**src/rtl/mcr_pkg.sv**
```systemverilog
// Constants for the clock, reset, idle and code-protection control block
package mcr_pkg;
	localparam int ADDR_W = 4;
	localparam int DATA_W = 8;
	// Register indices
	localparam logic [3:0] REG_CLKCTL  = 4'h0;
	localparam logic [3:0] REG_PWRCTL  = 4'h1;
	localparam logic [3:0] REG_T3CTL   = 4'h2;
	localparam logic [3:0] REG_T3MODE  = 4'h3;
	localparam logic [3:0] REG_RELOADL = 4'h4;
	localparam logic [3:0] REG_RELOADH = 4'h5;
	localparam logic [3:0] REG_CNTL    = 4'h6;
	localparam logic [3:0] REG_CNTH    = 4'h7;
	localparam logic [3:0] REG_STATUS  = 4'h8;
	// Field positions
	localparam int CLK_DBL_BIT  = 0;
	localparam int PWR_IDLE_BIT = 0;
	localparam int T3_CSEL_BIT  = 1;
	localparam int T3_RUN_BIT   = 2;
	localparam int T3_FLAG_BIT  = 7;
	localparam int T3_CKOE_BIT  = 1;
	localparam int ST_LOCK_LSB  = 0;
	localparam int ST_FUSE_BIT  = 3;
	localparam int ST_DBL_BIT   = 4;
	localparam int ST_RST_BIT   = 5;
	// Lock bit positions
	localparam int LOCK_READ = 0;
	localparam int LOCK_VER  = 1;
	localparam int LOCK_EXT  = 2;
	localparam int LOCK_N    = 3;
	// Timing in oscillator periods
	localparam int RST_MC_N    = 2;
	localparam int OSC_PER_MC12 = 12;
	localparam int OSC_PER_MC6  = 6;
	localparam logic [4:0] RST_CNT_12 = 5'(RST_MC_N * OSC_PER_MC12);
	localparam logic [4:0] RST_CNT_6  = 5'(RST_MC_N * OSC_PER_MC6);
	localparam logic [3:0] PRESC_MAX12 = 4'(OSC_PER_MC12 - 1);
	localparam logic [3:0] PRESC_MAX6  = 4'(OSC_PER_MC6 - 1);
	localparam logic [7:0] ZERO8 = 8'h00;
endpackage

```
**src/rtl/mcr_ctrl.sv**
```systemverilog
// Clock rate, reset detect, idle, clock-out timer and code-protection control
`timescale 1ns/1ps
module mcr_ctrl (
	// Clock, reset, enable
	input  wire logic        mclk_i,
	input  wire logic        nrst_i,
	input  wire logic        ce_i,
	// Register port
	input  wire logic [3:0]  addr_i,
	input  wire logic [7:0]  wdata_i,
	input  wire logic        wr_i,
	input  wire logic        rd_i,
	output logic      [7:0]  rdata_o,
	// Nonvolatile configuration
	input  wire logic [2:0]  nv_lock_i,
	input  wire logic        nv_double_speed_fuse_i,
	// Board reset pin
	input  wire logic        rst_pin_i,
	output logic             core_reset_o,
	// Core side requests and blocks
	input  wire logic        code_table_read_instr_i,
	input  wire logic        exec_from_external_i,
	input  wire logic        target_internal_i,
	output logic             table_read_block_o,
	input  wire logic        verify_req_i,
	output logic             verify_block_o,
	input  wire logic        ext_fetch_req_i,
	output logic             ext_exec_block_o,
	// Timing outputs and interrupt request input
	output logic             double_speed_o,
	output logic             mc_tick_o,
	output logic             core_en_o,
	output logic             idle_o,
	input  wire logic        irq_pending_i,
	output logic             timer3_irq_o,
	output logic             baud_tick_o,
	// Port 1 pin 0
	input  wire logic        port1_pin0_i,
	output logic             port1_pin0_o,
	output logic             port1_pin0_oe_o
);

	// Effective 6-clock mode from fuse and software bit
	function automatic logic eff_dbl(input logic fuse, input logic sw);
		return fuse | sw;
	endfunction

	logic [2:0]  lock_r;
	logic        fuse_r;
	logic        sw_double_speed_bit_r;
	logic        idle_r;
	logic        t3_csel_r;
	logic        t3_run_r;
	logic        t3_flag_r;
	logic        t3_ckoe_r;
	logic [15:0] reload_r;
	logic [15:0] cnt_r;
	logic [15:0] cnt_nxt;
	logic        clkout_r;
	logic [3:0]  presc_r;
	logic [4:0]  rst_cnt_r;
	logic        core_rst_r;
	logic        rpin_s1_r;
	logic        rpin_s2_r;
	logic        p0_s1_r;
	logic        p0_s2_r;
	logic        p0_d_r;
	logic        dbl;
	logic        sfr_rst;
	logic        clkout_mode;
	logic        t3_tick;
	logic        t3_ovf;
	logic [4:0]  rst_lim;
	logic [3:0]  presc_max;

	// Combined reset: pin reset restarts like power-on
	assign sfr_rst     = !nrst_i || core_rst_r;
	assign dbl         = eff_dbl(fuse_r, sw_double_speed_bit_r);
	assign clkout_mode = !t3_csel_r && t3_ckoe_r && t3_run_r;
	assign rst_lim     = dbl ? mcr_pkg::RST_CNT_6 : mcr_pkg::RST_CNT_12;
	assign presc_max   = dbl ? mcr_pkg::PRESC_MAX6 : mcr_pkg::PRESC_MAX12;

	// Nonvolatile bits caught while reset is held; stable through operation
	always_ff @(posedge mclk_i) begin
		if (!nrst_i) begin
			lock_r <= nv_lock_i;
			fuse_r <= nv_double_speed_fuse_i;
		end
	end

	// Synchronisers for the two pins
	always_ff @(posedge mclk_i) begin
		if (!nrst_i) begin
			rpin_s1_r <= 1'b0;
			rpin_s2_r <= 1'b0;
			p0_s1_r   <= 1'b1;
			p0_s2_r   <= 1'b1;
			p0_d_r    <= 1'b1;
		end else if (ce_i) begin
			rpin_s1_r <= rst_pin_i;
			rpin_s2_r <= rpin_s1_r;
			p0_s1_r   <= port1_pin0_i;
			p0_s2_r   <= p0_s1_r;
			p0_d_r    <= p0_s2_r;
		end
	end

	// Reset pin must stay high for two machine cycles before it counts;
	// a stopped oscillator (ce low) stretches nothing
	always_ff @(posedge mclk_i) begin
		if (!nrst_i) begin
			rst_cnt_r  <= 5'h00;
			core_rst_r <= 1'b0;
		end else if (ce_i) begin
			if (!rpin_s2_r) begin
				rst_cnt_r  <= 5'h00;
				core_rst_r <= 1'b0;
			end else if (rst_cnt_r == rst_lim - 5'h01) begin
				core_rst_r <= 1'b1;
			end else begin
				rst_cnt_r <= rst_cnt_r + 5'h01;
			end
		end
	end

	// Machine cycle prescaler; a rate switch moves the wrap point at once, within the current cycle
	always_ff @(posedge mclk_i) begin
		if (sfr_rst) begin
			presc_r <= 4'h0;
		end else if (ce_i) begin
			presc_r <= (presc_r >= presc_max) ? 4'h0 : presc_r + 4'h1;
		end
	end
	assign mc_tick_o = ce_i && (presc_r >= presc_max);

	// Timer ticks at osc/2 in 12-clock mode, osc/1 in 6-clock mode,
	// or on a falling edge of the pin in counter mode
	assign t3_tick = t3_run_r && ce_i &&
		(t3_csel_r ? (p0_d_r && !p0_s2_r) : (dbl || presc_r[0]));
	assign t3_ovf  = t3_tick && (cnt_r == 16'hFFFF);

	// Register writes; idle freezes only the core, not these registers
	always_ff @(posedge mclk_i) begin
		if (sfr_rst) begin
			sw_double_speed_bit_r <= 1'b0;
			t3_csel_r <= 1'b0;
			t3_run_r  <= 1'b0;
			t3_ckoe_r <= 1'b0;
			reload_r  <= 16'h0000;
		end else if (ce_i && wr_i) begin
			unique case (addr_i)
				mcr_pkg::REG_CLKCTL:
					sw_double_speed_bit_r <= wdata_i[mcr_pkg::CLK_DBL_BIT];
				mcr_pkg::REG_T3CTL: begin
					t3_csel_r <= wdata_i[mcr_pkg::T3_CSEL_BIT];
					t3_run_r  <= wdata_i[mcr_pkg::T3_RUN_BIT];
				end
				mcr_pkg::REG_T3MODE:
					t3_ckoe_r <= wdata_i[mcr_pkg::T3_CKOE_BIT];
				mcr_pkg::REG_RELOADL:
					reload_r[7:0] <= wdata_i;
				mcr_pkg::REG_RELOADH:
					reload_r[15:8] <= wdata_i;
				default: ;
			endcase
		end
	end

	// Counter: software load, else count and reload on overflow
	always_comb begin
		cnt_nxt = cnt_r;
		if (t3_ovf) begin
			cnt_nxt = reload_r;
		end else if (t3_tick) begin
			cnt_nxt = cnt_r + 16'h0001;
		end
		if (wr_i && addr_i == mcr_pkg::REG_CNTL) begin
			cnt_nxt[7:0] = wdata_i;
		end
		if (wr_i && addr_i == mcr_pkg::REG_CNTH) begin
			cnt_nxt[15:8] = wdata_i;
		end
	end

	always_ff @(posedge mclk_i) begin
		if (sfr_rst) begin
			cnt_r <= 16'h0000;
		end else if (ce_i) begin
			cnt_r <= cnt_nxt;
		end
	end

	// Overflow flag: suppressed in clock-out mode; set wins over clear
	always_ff @(posedge mclk_i) begin
		if (sfr_rst) begin
			t3_flag_r <= 1'b0;
		end else if (ce_i) begin
			if (t3_ovf && !clkout_mode) begin
				t3_flag_r <= 1'b1;
			end else if (wr_i && addr_i == mcr_pkg::REG_T3CTL &&
				!wdata_i[mcr_pkg::T3_FLAG_BIT]) begin
				t3_flag_r <= 1'b0;
			end
		end
	end
	assign timer3_irq_o = t3_flag_r;
	assign baud_tick_o  = t3_ovf;

	// Square wave: one toggle per overflow gives exactly 50% duty
	always_ff @(posedge mclk_i) begin
		if (sfr_rst) begin
			clkout_r <= 1'b0;
		end else if (ce_i && t3_ovf && clkout_mode) begin
			clkout_r <= !clkout_r;
		end
	end
	assign port1_pin0_o    = clkout_r;
	assign port1_pin0_oe_o = clkout_mode;

	// Idle request; an interrupt or reset ends it, request loses to the wake
	always_ff @(posedge mclk_i) begin
		if (sfr_rst) begin
			idle_r <= 1'b0;
		end else if (ce_i) begin
			if (irq_pending_i) begin
				idle_r <= 1'b0;
			end else if (wr_i && addr_i == mcr_pkg::REG_PWRCTL) begin
				idle_r <= wdata_i[mcr_pkg::PWR_IDLE_BIT];
			end
		end
	end
	// Core clock enable drops right after the requesting write completes
	assign core_en_o      = ce_i && !idle_r && !core_rst_r;
	assign idle_o         = idle_r;
	assign core_reset_o   = core_rst_r;
	assign double_speed_o = dbl;

	// Code protection gates
	assign table_read_block_o = code_table_read_instr_i && exec_from_external_i &&
		target_internal_i && (lock_r[mcr_pkg::LOCK_READ] || lock_r[mcr_pkg::LOCK_EXT]);
	assign verify_block_o   = verify_req_i && lock_r[mcr_pkg::LOCK_VER];
	assign ext_exec_block_o = ext_fetch_req_i && lock_r[mcr_pkg::LOCK_EXT];

	// Read data one cycle after the strobe, zero otherwise
	always_ff @(posedge mclk_i) begin
		if (!nrst_i) begin
			rdata_o <= mcr_pkg::ZERO8;
		end else if (ce_i) begin
			rdata_o <= mcr_pkg::ZERO8;
			if (rd_i) begin
				unique case (addr_i)
					mcr_pkg::REG_CLKCTL:
						rdata_o[mcr_pkg::CLK_DBL_BIT] <= sw_double_speed_bit_r;
					mcr_pkg::REG_PWRCTL:
						rdata_o[mcr_pkg::PWR_IDLE_BIT] <= idle_r;
					mcr_pkg::REG_T3CTL: begin
						rdata_o[mcr_pkg::T3_CSEL_BIT] <= t3_csel_r;
						rdata_o[mcr_pkg::T3_RUN_BIT]  <= t3_run_r;
						rdata_o[mcr_pkg::T3_FLAG_BIT] <= t3_flag_r;
					end
					mcr_pkg::REG_T3MODE:
						rdata_o[mcr_pkg::T3_CKOE_BIT] <= t3_ckoe_r;
					mcr_pkg::REG_RELOADL:
						rdata_o <= reload_r[7:0];
					mcr_pkg::REG_RELOADH:
						rdata_o <= reload_r[15:8];
					mcr_pkg::REG_CNTL:
						rdata_o <= cnt_r[7:0];
					mcr_pkg::REG_CNTH:
						rdata_o <= cnt_r[15:8];
					mcr_pkg::REG_STATUS: begin
						rdata_o[mcr_pkg::ST_LOCK_LSB +: mcr_pkg::LOCK_N] <= lock_r;
						rdata_o[mcr_pkg::ST_FUSE_BIT] <= fuse_r;
						rdata_o[mcr_pkg::ST_DBL_BIT]  <= dbl;
						rdata_o[mcr_pkg::ST_RST_BIT]  <= core_rst_r;
					end
					default: ;
				endcase
			end
		end
	end
endmodule

```
**config.mk**
```make
export PLATFORM = sky130hd
export DESIGN_NAME = mcr_ctrl
export DESIGN_NICKNAME = d
export VERILOG_FILES = /design/src/rtl/mcr_pkg.sv /design/src/rtl/mcr_ctrl.sv
export SDC_FILE = /design/constraint.sdc
export NUM_CORES = 1
export LEC_CHECK = 0
export ABC_AREA = 1
export ABC_CLOCK_PERIOD_IN_PS = 3000
export BUFFER_PORTS_ARGS = -buffer_cell sky130_fd_sc_hd__clkbuf_2
export CAP_MARGIN = 20
export CORE_ASPECT_RATIO = 1.4
export CORE_MARGIN = 8
export CORE_UTILIZATION = 62
export DETAILED_ROUTE_END_ITERATION = 10
export HOLD_SLACK_MARGIN = 0.08
export PLACE_DENSITY = 0.83
export SYNTH_ARGS = -nofsm -noshare
export SYNTH_HDL_FRONTEND = slang
export SYNTH_SLANG_ARGS = --single-unit
```
**constraint.sdc**
```tcl
create_clock -name mclk_i -period 3 [get_ports mclk_i]
set_input_delay 0.3 -clock mclk_i [delete_from_list [all_inputs] [get_ports mclk_i]]
set_output_delay 0.3 -clock mclk_i [all_outputs]
set_load 0.05 [all_outputs]
```
==> results_dict.tcl, run 1 <==
set metrics [dict create \
    status "finished clean" \
    top_layer_used "met4" \
    synth.top_cell.area_share_pct 32.9 \
    synth_seq_cells 66 \
    syn_avg_cell_area_sq_um 6.65 \
    viasPerCell 5.80 \
    dpl.hpwl_um 8980 \
    syn_inst 568 \
    hold_viol 0 \
    wl_met3_um 856 \
    area_growth_pct 11.5 \
    crit_arrival_ns 2.03 \
    wl_um 11500 \
    start_util_pct 64.4 \
    critical_path_class "reg2out" \
    nets 647 \
    port_buffers 48 \
    fp.dieH_um 108 \
    clk_latency_ns 0.34 \
    synth_common_cells "nand2_1 (135), nor2_1 (65), dfxtp_1 (62)" \
    synth.largest_area_cell "dfxtp_1" \
    final_cell_area_sq_um 4210 \
    crit_path_start_kind "flip-flop" \
    layout-drive-gt1-share_pct 16.3 \
    vias 3993 \
    maxCapViolations 0 \
    cts_tree "yes" \
    cts_buffers 9 \
    row_count 33 \
    r2r_start "cnt_r[1]" \
    grt_max_degree 22 \
    timing.hold.ws_ns 0.125 \
    post_cts_buffers 0 \
    final_antenna_net_count 0 \
    async_reset_ff_share_pct 0 \
    fmax_ghz 0.430 \
    antenna_found_initial 0 \
    cts.sinks 66 \
    fin_worst_skew_ns 0.00881 \
    cp-startpoint "fuse_r" \
    cp-endpoint "mc_tick_o" \
    route.detailed.drc 0 \
    power_density_nw_per_um2 416 \
    ff2ff_setup_slack_ns 0.92 \
    syn_area_sq_um 3780 \
    drv_slew 0 \
    diodes 0 \
    pre_cts_ws_ns 0.965 \
    worst_pin_slew_ns 0.839 \
    ctsHtreeMaxLevel 3 \
    ys_warn_count 0 \
    worstPathRequired_ns 2.70 \
    end_kind "output pin" \
    wl_per_cell_um 16.8 \
    gr-usage-all-layers_pct 27.0 \
    core_area_sq_um 5860 \
    rsz0062_at_grt "no" \
    yosys-top-cells-area "dfxtp_1 (33%), nand2_1 (13%), a21oi_1 (7.6%)" \
    grt_pass1_vias 3889 \
    reg2reg_to "cnt_r[7]" \
    vdd_ir_drop_max_uv 241 \
    wl_met2_um 5800 \
    synth_edf_count 4 \
    tns_ns 0 \
    p_leak_nw 1.78 \
    cp_max_fo 3 \
    synth_ff_type "dfxtp_1" \
    n_fill_cell 556 \
    dieArea_sq_um 8880 \
    drt_pass1_iterations 5 \
    relSlewSlack_pct 44.0 \
    finalWorstSetupSlack_ns 0.674 \
    hold_buffers 0 \
    fin_crit_ns 2.33 \
    totalPowerFinal_w 0.00175 \
    top_level_ports 49 \
    drt-initial-drc-count 326 \
    clk_pin_slew_ns 0.07 \
    dpl-instance-area_sq_um 4040 \
    ctsRootBufferMaster "clkbuf_8" \
    timing.final.crit_share_pct 77.5 \
    hold_class "in2reg" \
    setup_viol 0 \
    wl_met1_um 4280 \
    synth.most_common_cell "nand2_1" \
    cts_resized 0 \
    grt_pass1_wl_um 18400 \
    reg2reg_depth 10 \
    clock_path_buffers 2 \
    grt-ovfl-total 0 \
    finalWeightedCongestion 1.05 \
    yosysSeqAreaShare_pct 36.1 \
    syn_nets 602 \
    chipWidth_um 82.0 \
    ys_types 42 \
]
## flip-flops by register name, indices dropped and copies added (netlist names), 3 cells and up
| name | count |
|---|---|
| rdata_o | 8 |
| presc_r | 4 |
| cnt_r | 16 |
| reload_r | 16 |
| rst_cnt_r | 5 |
| lock_r | 3 |
## layer usage
layer	GRT usage, %	vias up
met2	46.7	187
li1	-	1949
met1	28.0	1804
met4	17.0	0
met5	0	-
met3	6.81	53
## cells by family (layout without fill, tap and decap cells)
| logic type | after synthesis | count (layout) | share of synthesized area (%) |
|---|---|---|---|
| and+or+nand+nor | 282 | 282 | 33.0 |
| adders and majority gates | 5 | 5 | 1.66 |
| AOI/OAI and AO/OA | 122 | 122 | 18.0 |
| DFF | 66 | 66 | 36.1 |
| buffers and inverters | 84 | 134 | 9.24 |
| xor gates and xnor gates | 9 | 9 | 2.09 |
## area by class of cell
type                    instances  area [sq um]  area share [%]
multi-input cells             418          2070            49.1
flip-flops and latches         66          1360            32.3
well taps                      70          87.6            2.08
inverters                      65           246            5.86
clock inverters                 5          28.8           0.684
repair buffers                 53           278            6.60
clock buffers                  11           141            3.36
## cell usage in the layout (no fill, tap or decap), types with 3 or more instances in the layout
master,netlist,final
nor2_4,3,3
clkbuf_8,0,10
nor2_2,8,8
nand2_2,3,3
dfxtp_1,62,62
buf_4,2,5
nand4_1,5,5
xor2_1,5,5
inv_1,57,57
a21oi_1,57,57
ha_1,5,5
xnor2_1,4,4
inv_2,7,7
nand3_1,48,48
nand2_1,135,135
o21ai_1,4,4
edfxtp_1,4,4
nor2_1,65,65
o211ai_1,3,3
nor3_1,6,6
clkbuf_2,0,48
clkinv_2,0,3
o21ai_0,45,45
## where the power goes
part / switching [W] / internal [W] / leakage, nW
Combinational: 0.000123 / 0.0000495 / 1.15
Clock: 0.000343 / 0.000319 / 0.0894
Sequential: 0.0000131 / 0.000902 / 0.541
Total: 0.000480 / 0.00127 / 1.78
## how the worst min path moves through the flow
stage / end / start / depth (start not counted) / slack, ns
6_report: lock_r[2] / nv_lock_i[2] / 1 / 0.13
3_5_place_dp: port1_pin0_o / port1_pin0_o / 1 / 0.44
2_1_floorplan: p0_s1_r / nrst_i / 1 / 0.38
5_1_grt: fuse_r / nv_double_speed_fuse_i / 1 / 0.12
4_1_cts: lock_r[2] / nv_lock_i[2] / 1 / 0.12
3_3_place_gp: port1_pin0_o / port1_pin0_o / 1 / 0.43
## metrics by stage
stage,cells,utilization (%)
after floorplan,568,-
after global placement,672,68.9
after detailed placement,672,68.9
after CTS,688,71.8
after global routing,688,71.8
final,688,71.8
## worst max-delay path, cell delays in order, from the launching register on
cell and delay (ns):
edfxtp_1 0.40, inv_1 0.11, nand2_1 0.10, ha_1 0.29, a21oi_1 0.15, o21ai_0 0.10, a31o_2 0.20, nand2_1 0.07
inv_1 0.04, clkbuf_2 0.22
(Power assumes the default switching activity.)
==> run 2, diff against run 1 <==
Settings changed: ABC_CLOCK_PERIOD_IN_PS 3000 to 2400, CORE_UTILIZATION 62 to 58, PLACE_DENSITY 0.83 to 0.78.
Clock period 3 ns to 2.4 ns, I/O delays scaled along.
==> run 2 against run 1 <==
Net effect:
- register-to-register slack lost 0.50 ns
- sequential power rose by 25%
- first-iteration DRC count down 16%
- hold slack worse by 0.033 ns
- clock power is 48% higher
- core utilization fell by 4.7 points
- power grew 34%
- combinational power is 30% higher
- largest power group unchanged
==> results_dict.tcl, run 2 (synthesized netlist as in run 1, its figures left out) <==
set metrics [dict create \
    status "finished clean" \
    clock_path_buffers 2 \
    finalNonFillerCells 699 \
    drt-initial-drc-count 273 \
    fin_crit_ns 2.27 \
    combinationalPowerShare_pct 9.6 \
    cts.sinks 66 \
    mostFrequentLayoutCells "nand2_1 (135), nor2_1 (65), dfxtp_1 (61)" \
    fp.dieH_um 111 \
    top_level_ports 49 \
    vias 3999 \
    port_buffers 48 \
    drv_slew 0 \
    cp_max_fo 4 \
    vdd_ir_drop_max_uv 400 \
    chipWidth_um 84.2 \
    critical_path_class "reg2out" \
    row_count 35 \
    power.switching_w 0.000646 \
    timing.final.crit_share_pct 94.5 \
    maxCapViolations 0 \
    dp_cells 680 \
    grt_pass1_vias 3805 \
    antenna_found_initial 0 \
    post_cts_buffers 0 \
    dieArea_sq_um 9390 \
    grt-ovfl-total 0 \
    p_sw_share_pct 27.5 \
    seq_power_share_pct 48.7 \
    clk_latency_ns 0.36 \
    internal_power_w 0.00170 \
    route.detailed.drc 0 \
    gr-usage-all-layers_pct 25.4 \
    finalWeightedCongestion 1.07 \
    rsz0062_at_grt "no" \
    hold_viol 0 \
    start_util_pct 58.7 \
    fmax_ghz 0.441 \
    dpl-instance-area_sq_um 4070 \
    tns_ns 0 \
    n_fill_cell 615 \
    power_density_nw_per_um2 544 \
    hold_class "in2reg" \
    reg.largest.list "cnt_r: 16 flops, reload_r: 16 flops, rdata_o: 8 flops" \
    final_cell_area_sq_um 4320 \
    area_growth_pct 14.4 \
    drt_pass1_iterations 7 \
    clkPwrFrac_pct 41.7 \
    cts_buffers 9 \
    final_common_cell "nand2_1" \
    nets 654 \
    relSlewSlack_pct 64.9 \
    finalWorstSetupSlack_ns 0.133 \
    worstPathRequired_ns 2.16 \
    worst_pin_slew_ns 0.525 \
    final_antenna_net_count 0 \
    p_leak_nw 1.82 \
    setup_viol 0 \
    ctsHtreeMaxLevel 3 \
    diodes 0 \
    clk_pin_slew_ns 0.08 \
    ff2ff_setup_slack_ns 0.42 \
    ctsRootBufferMaster "clkbuf_8" \
    reg2reg_depth 10 \
    grt_max_degree 20 \
    crit_path_start_kind "flip-flop" \
    viasPerCell 5.72 \
    layout-drive-gt1-share_pct 17.4 \
    end_kind "output pin" \
    crit_arrival_ns 2.03 \
    dpl.hpwl_um 9100 \
    cts_tree "yes" \
    pre_cts_ws_ns 0.444 \
    grt_pass1_wl_um 19100 \
    min_path_cells 1 \
    core_area_sq_um 6440 \
    wl_per_cell_um 17.1 \
    fin_worst_skew_ns 0.00859 \
    wl_um 11900 \
]
==> run 2: changes by cell type in the layout (fill, tap and decap cells not counted), moves of 2 or more <==
| cell | delta |
|---|---|
| clkbuf_4 | +2 |
| dlygate4sd3_1 | +3 |
| clkinv_2 | -2 |
| clkbuf_2 | -2 |
| buf_4 | +4 |
==> run 2: cell type report <==
cell class	count	area (sq um)	area share, %
clock buffer	10	138	3.19
clock inverter	6	65.1	1.51
inverter	65	246	5.71
multi-input combinational	418	2070	48.0
sequential	66	1360	31.5
tap	74	92.6	2.14
timing repair buffer	60	343	7.94
==> run 2: worst paths after layout <==
kind                          start     endpoint
max                        cnt_r[0]  baud_tick_o
min          nv_double_speed_fuse_i       fuse_r
max reg2reg                cnt_r[0]     cnt_r[7]
min reg2reg              rdata_o[1]   rdata_o[1]
==> run 2: metrics by stage <==
| step | hold WS, ns | total power (W) | util (%) |
|---|---|---|---|
| after floorplan | 0.324 | 0.00130 | - |
| after CTS | 0.0823 | 0.00236 | 66.9 |
| after detailed placement | 0.419 | 0.00139 | 63.3 |
| final | 0.0919 | 0.00235 | 67.1 |
| after global placement | 0.419 | 0.00138 | 63.3 |
| after global routing | 0.0846 | 0.00243 | 67.1 |
==> run 2: power groups by stage <==
stage	clock, W	combinational, W	sequential [W]
global route	0.00104	0.000247	0.00115
CTS	0.000995	0.000222	0.00114
finish	0.000980	0.000225	0.00114
global placement	0	0.000212	0.00117
floorplan	0	0.000133	0.00117
detailed placement	0	0.000217	0.00117
==> run 2: routing by layer <==
| metal | track usage [%] | vias up | part of all wire [%] | wire, um |
|---|---|---|---|---|
| met1 | 27.2 | 1849 | 38 | 4520 |
| li1 | - | 1955 | - | - |
| met4 | 15.5 | 0 | 5.2 | 616 |
| met3 | 5.92 | 43 | 6.6 | 785 |
| met2 | 43.5 | 152 | 50 | 6020 |
| met5 | 0 | - | 0 | 0 |
==> run 2: critical path: stages, from the launching register on <==
cell	delay, ns
dfxtp_1	0.41
ha_2	0.25
nand3_2	0.15
nor2_4	0.17
nand2_1	0.08
nor2_2	0.17
nand2_1	0.13
inv_1	0.10
clkbuf_4	0.23
==> run 2: what timing repair did <==
item | 4_1_cts | 5_1_grt
hold buffers | 3 | 0
endpoints found under the hold margin | 3 | 0
endpoints found under the setup margin | 0 | 2
gates resized for setup | 0 | 8
==> run 3, diff against run 2 <==
Settings changed: ABC_AREA 1 to default.
==> run 3 against run 2 <==
Net effect:
- power grew 2.2%
- sequential share of layout area decreased by 1.2 points
- register-to-register slack got worse by 0.31 ns
- maximum frequency is 3.1% lower
- critical endpoint unchanged
- largest cell class unchanged
- highest routed layer unchanged
==> results_dict.tcl, run 3 <==
set metrics [dict create \
    power.switching_w 0.000640 \
    grt-ovfl-total 0 \
    multiInputGateArea_sq_um 2200 \
    reg.largest.list "cnt_r: 16 flops, reload_r: 16 flops, rdata_o: 8 flops" \
    clkPwrFrac_pct 42.0 \
    final_antenna_net_count 0 \
    fp.dieH_um 110 \
    drv_slew 0 \
    hold_viol 0 \
    cts.sinks 66 \
    syn_avg_cell_area_sq_um 8.83 \
    status "finished clean" \
    dieArea_sq_um 9190 \
    core_area_sq_um 6170 \
    synth_common_cells "dfxtp_1 (62), nor2_1 (40), a21oi_1 (33)" \
    clock_path_buffers 2 \
    p_sw_share_pct 26.7 \
    viasPerCell 6.70 \
    port_buffers 48 \
    worst_pin_slew_ns 0.603 \
    final_util_pct 72.7 \
    maxCapViolations 0 \
    antenna_found_initial 0 \
    clk_pin_slew_ns 0.08 \
    chipWidth_um 83.4 \
    synth_seq_cells 66 \
    area_growth_pct 21.7 \
    wl_um 12100 \
    wl_per_cell_um 21.3 \
    crit_buf_inv 3 \
    gr-usage-all-layers_pct 26.0 \
    clk_latency_ns 0.36 \
    worstPathRequired_ns 2.16 \
    seq_power_share_pct 47.7 \
    synth.largest_area_cell "dfxtp_1" \
    start_util_pct 59.7 \
    end_kind "output pin" \
    vias 3803 \
    crit_arrival_ns 2.10 \
    max_stage_delay_ns 0.44 \
    vdd_ir_drop_max_uv 447 \
    diodes 0 \
    synth_ff_type "dfxtp_1" \
    mostFrequentLayoutCells "dfxtp_1 (62), clkbuf_2 (46), nor2_1 (39)" \
    yosys-top-cells-area "dfxtp_1 (34%), mux2i_1 (7.9%), a21oi_1 (4.5%)" \
    path_delay_family "simple AND/OR/NAND/NOR gates" \
    fin_crit_ns 2.34 \
    ctsRootBufferMaster "clkbuf_8" \
    combinationalPowerShare_pct 10.3 \
    async_reset_ff_share_pct 0 \
    critical_path_class "reg2out" \
    row_count 34 \
    syn_inst 417 \
    cts_buffers 9 \
    tns_ns 0 \
    ys_types 65 \
    grt_pass1_wl_um 19100 \
    timing.final.crit_share_pct 97.5 \
    fmax_ghz 0.427 \
    path_cells "buf_4 > or4_1 > o211a_1 > nand3_2 > clkinvlp_4 > clkbuf_8" \
    grt_pass1_vias 3782 \
    final_common_cell "dfxtp_1" \
    hold_class "in2reg" \
    finalWeightedCongestion 1.03 \
    power_density_nw_per_um2 535 \
    crit_path_start_kind "flip-flop" \
    syn_nets 451 \
    setup_viol 0 \
    yosysSeqAreaShare_pct 37.0 \
    grt_max_degree 30 \
    critPathSlowestCell "or4_1" \
    synth_edf_count 4 \
    nets 525 \
    ys_warn_count 0 \
    rsz0062_at_grt "no" \
    top_level_ports 49 \
    dpl.hpwl_um 8710 \
    relSlewSlack_pct 59.4 \
    drt-initial-drc-count 371 \
    fin_worst_skew_ns 0.0132 \
    layout-drive-gt1-share_pct 24.8 \
    route.detailed.drc 0 \
    regArea_sq_um 1360 \
    synth.most_common_cell "dfxtp_1" \
    cts_tree "yes" \
    totalPowerFinal_w 0.00240 \
    drt_pass1_iterations 5 \
    cp_max_fo 7 \
    synth.top_cell.area_share_pct 33.7 \
    p_leak_nw 1.76 \
    syn_area_sq_um 3680 \
    ctsHtreeMaxLevel 3 \
    n_fill_cell 503 \
    internal_power_w 0.00176 \
]
run 3: timing repair:
item | in CTS | in global routing
hold buffers | 4 | 0
resized for setup | 7 | 4
hold endpoints to repair | 4 | 0
buffers inserted | 3 | 0
pin swaps | 2 | 3
setup endpoints to repair | 2 | 4
run 3: metrics by stage:
| step | instance area (sq um) | setup WS, ns | cells | hold WS, ns |
|---|---|---|---|---|
| floorplan | 3680 | 0.130 | 417 | 0.339 |
| global placement | 4160 | 0.169 | 545 | 0.418 |
| detailed placement | 4160 | 0.118 | 545 | 0.419 |
| CTS | 4470 | 0.00418 | 568 | 0.102 |
| global route | 4480 | 0.00112 | 568 | 0.111 |
| finish | 4480 | 0.0602 | 568 | 0.103 |
run 3: path summary, 6_finish.rpt:
path,startpoint,endpoint,slack (ns),cells past startpoint
setup / recovery,fuse_r,baud_tick_o,0.06,6
hold / removal,port1_pin0_i,p0_s1_r,0.10,3
setup reg to reg,fuse_r,cnt_r[4],0.11,7
hold reg to reg,rdata_o[7],rdata_o[7],0.47,2
run 3: routing by layer:
layer / global-route usage [%] / up-vias / routed length, um / share of wire (%)
li1: - / 1720 / - / -
met1: 27.0 / 1811 / 4540 / 38
met2: 46.5 / 213 / 6030 / 50
met3: 5.15 / 59 / 849 / 7.0
met4: 18.6 / 0 / 680 / 5.6
met5: 0 / - / 0 / 0
run 3: logic make-up (layout without fill, tap and decap cells):
kind of cell | count (synthesis) | in the layout | share of synthesized area, %
flops | 66 | 66 | 37.0
mux | 37 | 37 | 11.9
xor+xnor | 13 | 13 | 3.09
fa+ha+maj | 6 | 6 | 1.97
compound gates | 117 | 117 | 21.4
buf+inv | 37 | 116 | 3.97
simple gates | 141 | 141 | 20.8
run 3: power groups by stage:
| stage | clock (W) | sequential (W) | combinational, W |
|---|---|---|---|
| after global placement | 0 | 0.00117 | 0.000224 |
| after CTS | 0.00101 | 0.00114 | 0.000242 |
| after global routing | 0.00106 | 0.00115 | 0.000265 |
| after floorplan | 0 | 0.00116 | 0.000138 |
| after detailed placement | 0 | 0.00117 | 0.000228 |
| final | 0.00101 | 0.00114 | 0.000248 |
run 3: worst min-delay path: stages:
cell and delay, ns:
clkbuf_2 0.07, mux2i_1 0.05, nand2_1 0.06
run 3: layout make-up:
type                            count  share of cell area [%]
Timing Repair Buffer               89                    12.8
Sequential cell                    66                    30.4
Clock buffer                       10                    3.32
Clock inverter                      6                    1.42
Tap cell                           72                    2.01
Inverter                           11                    1.00
Multi-Input combinational cell    314                    49.1
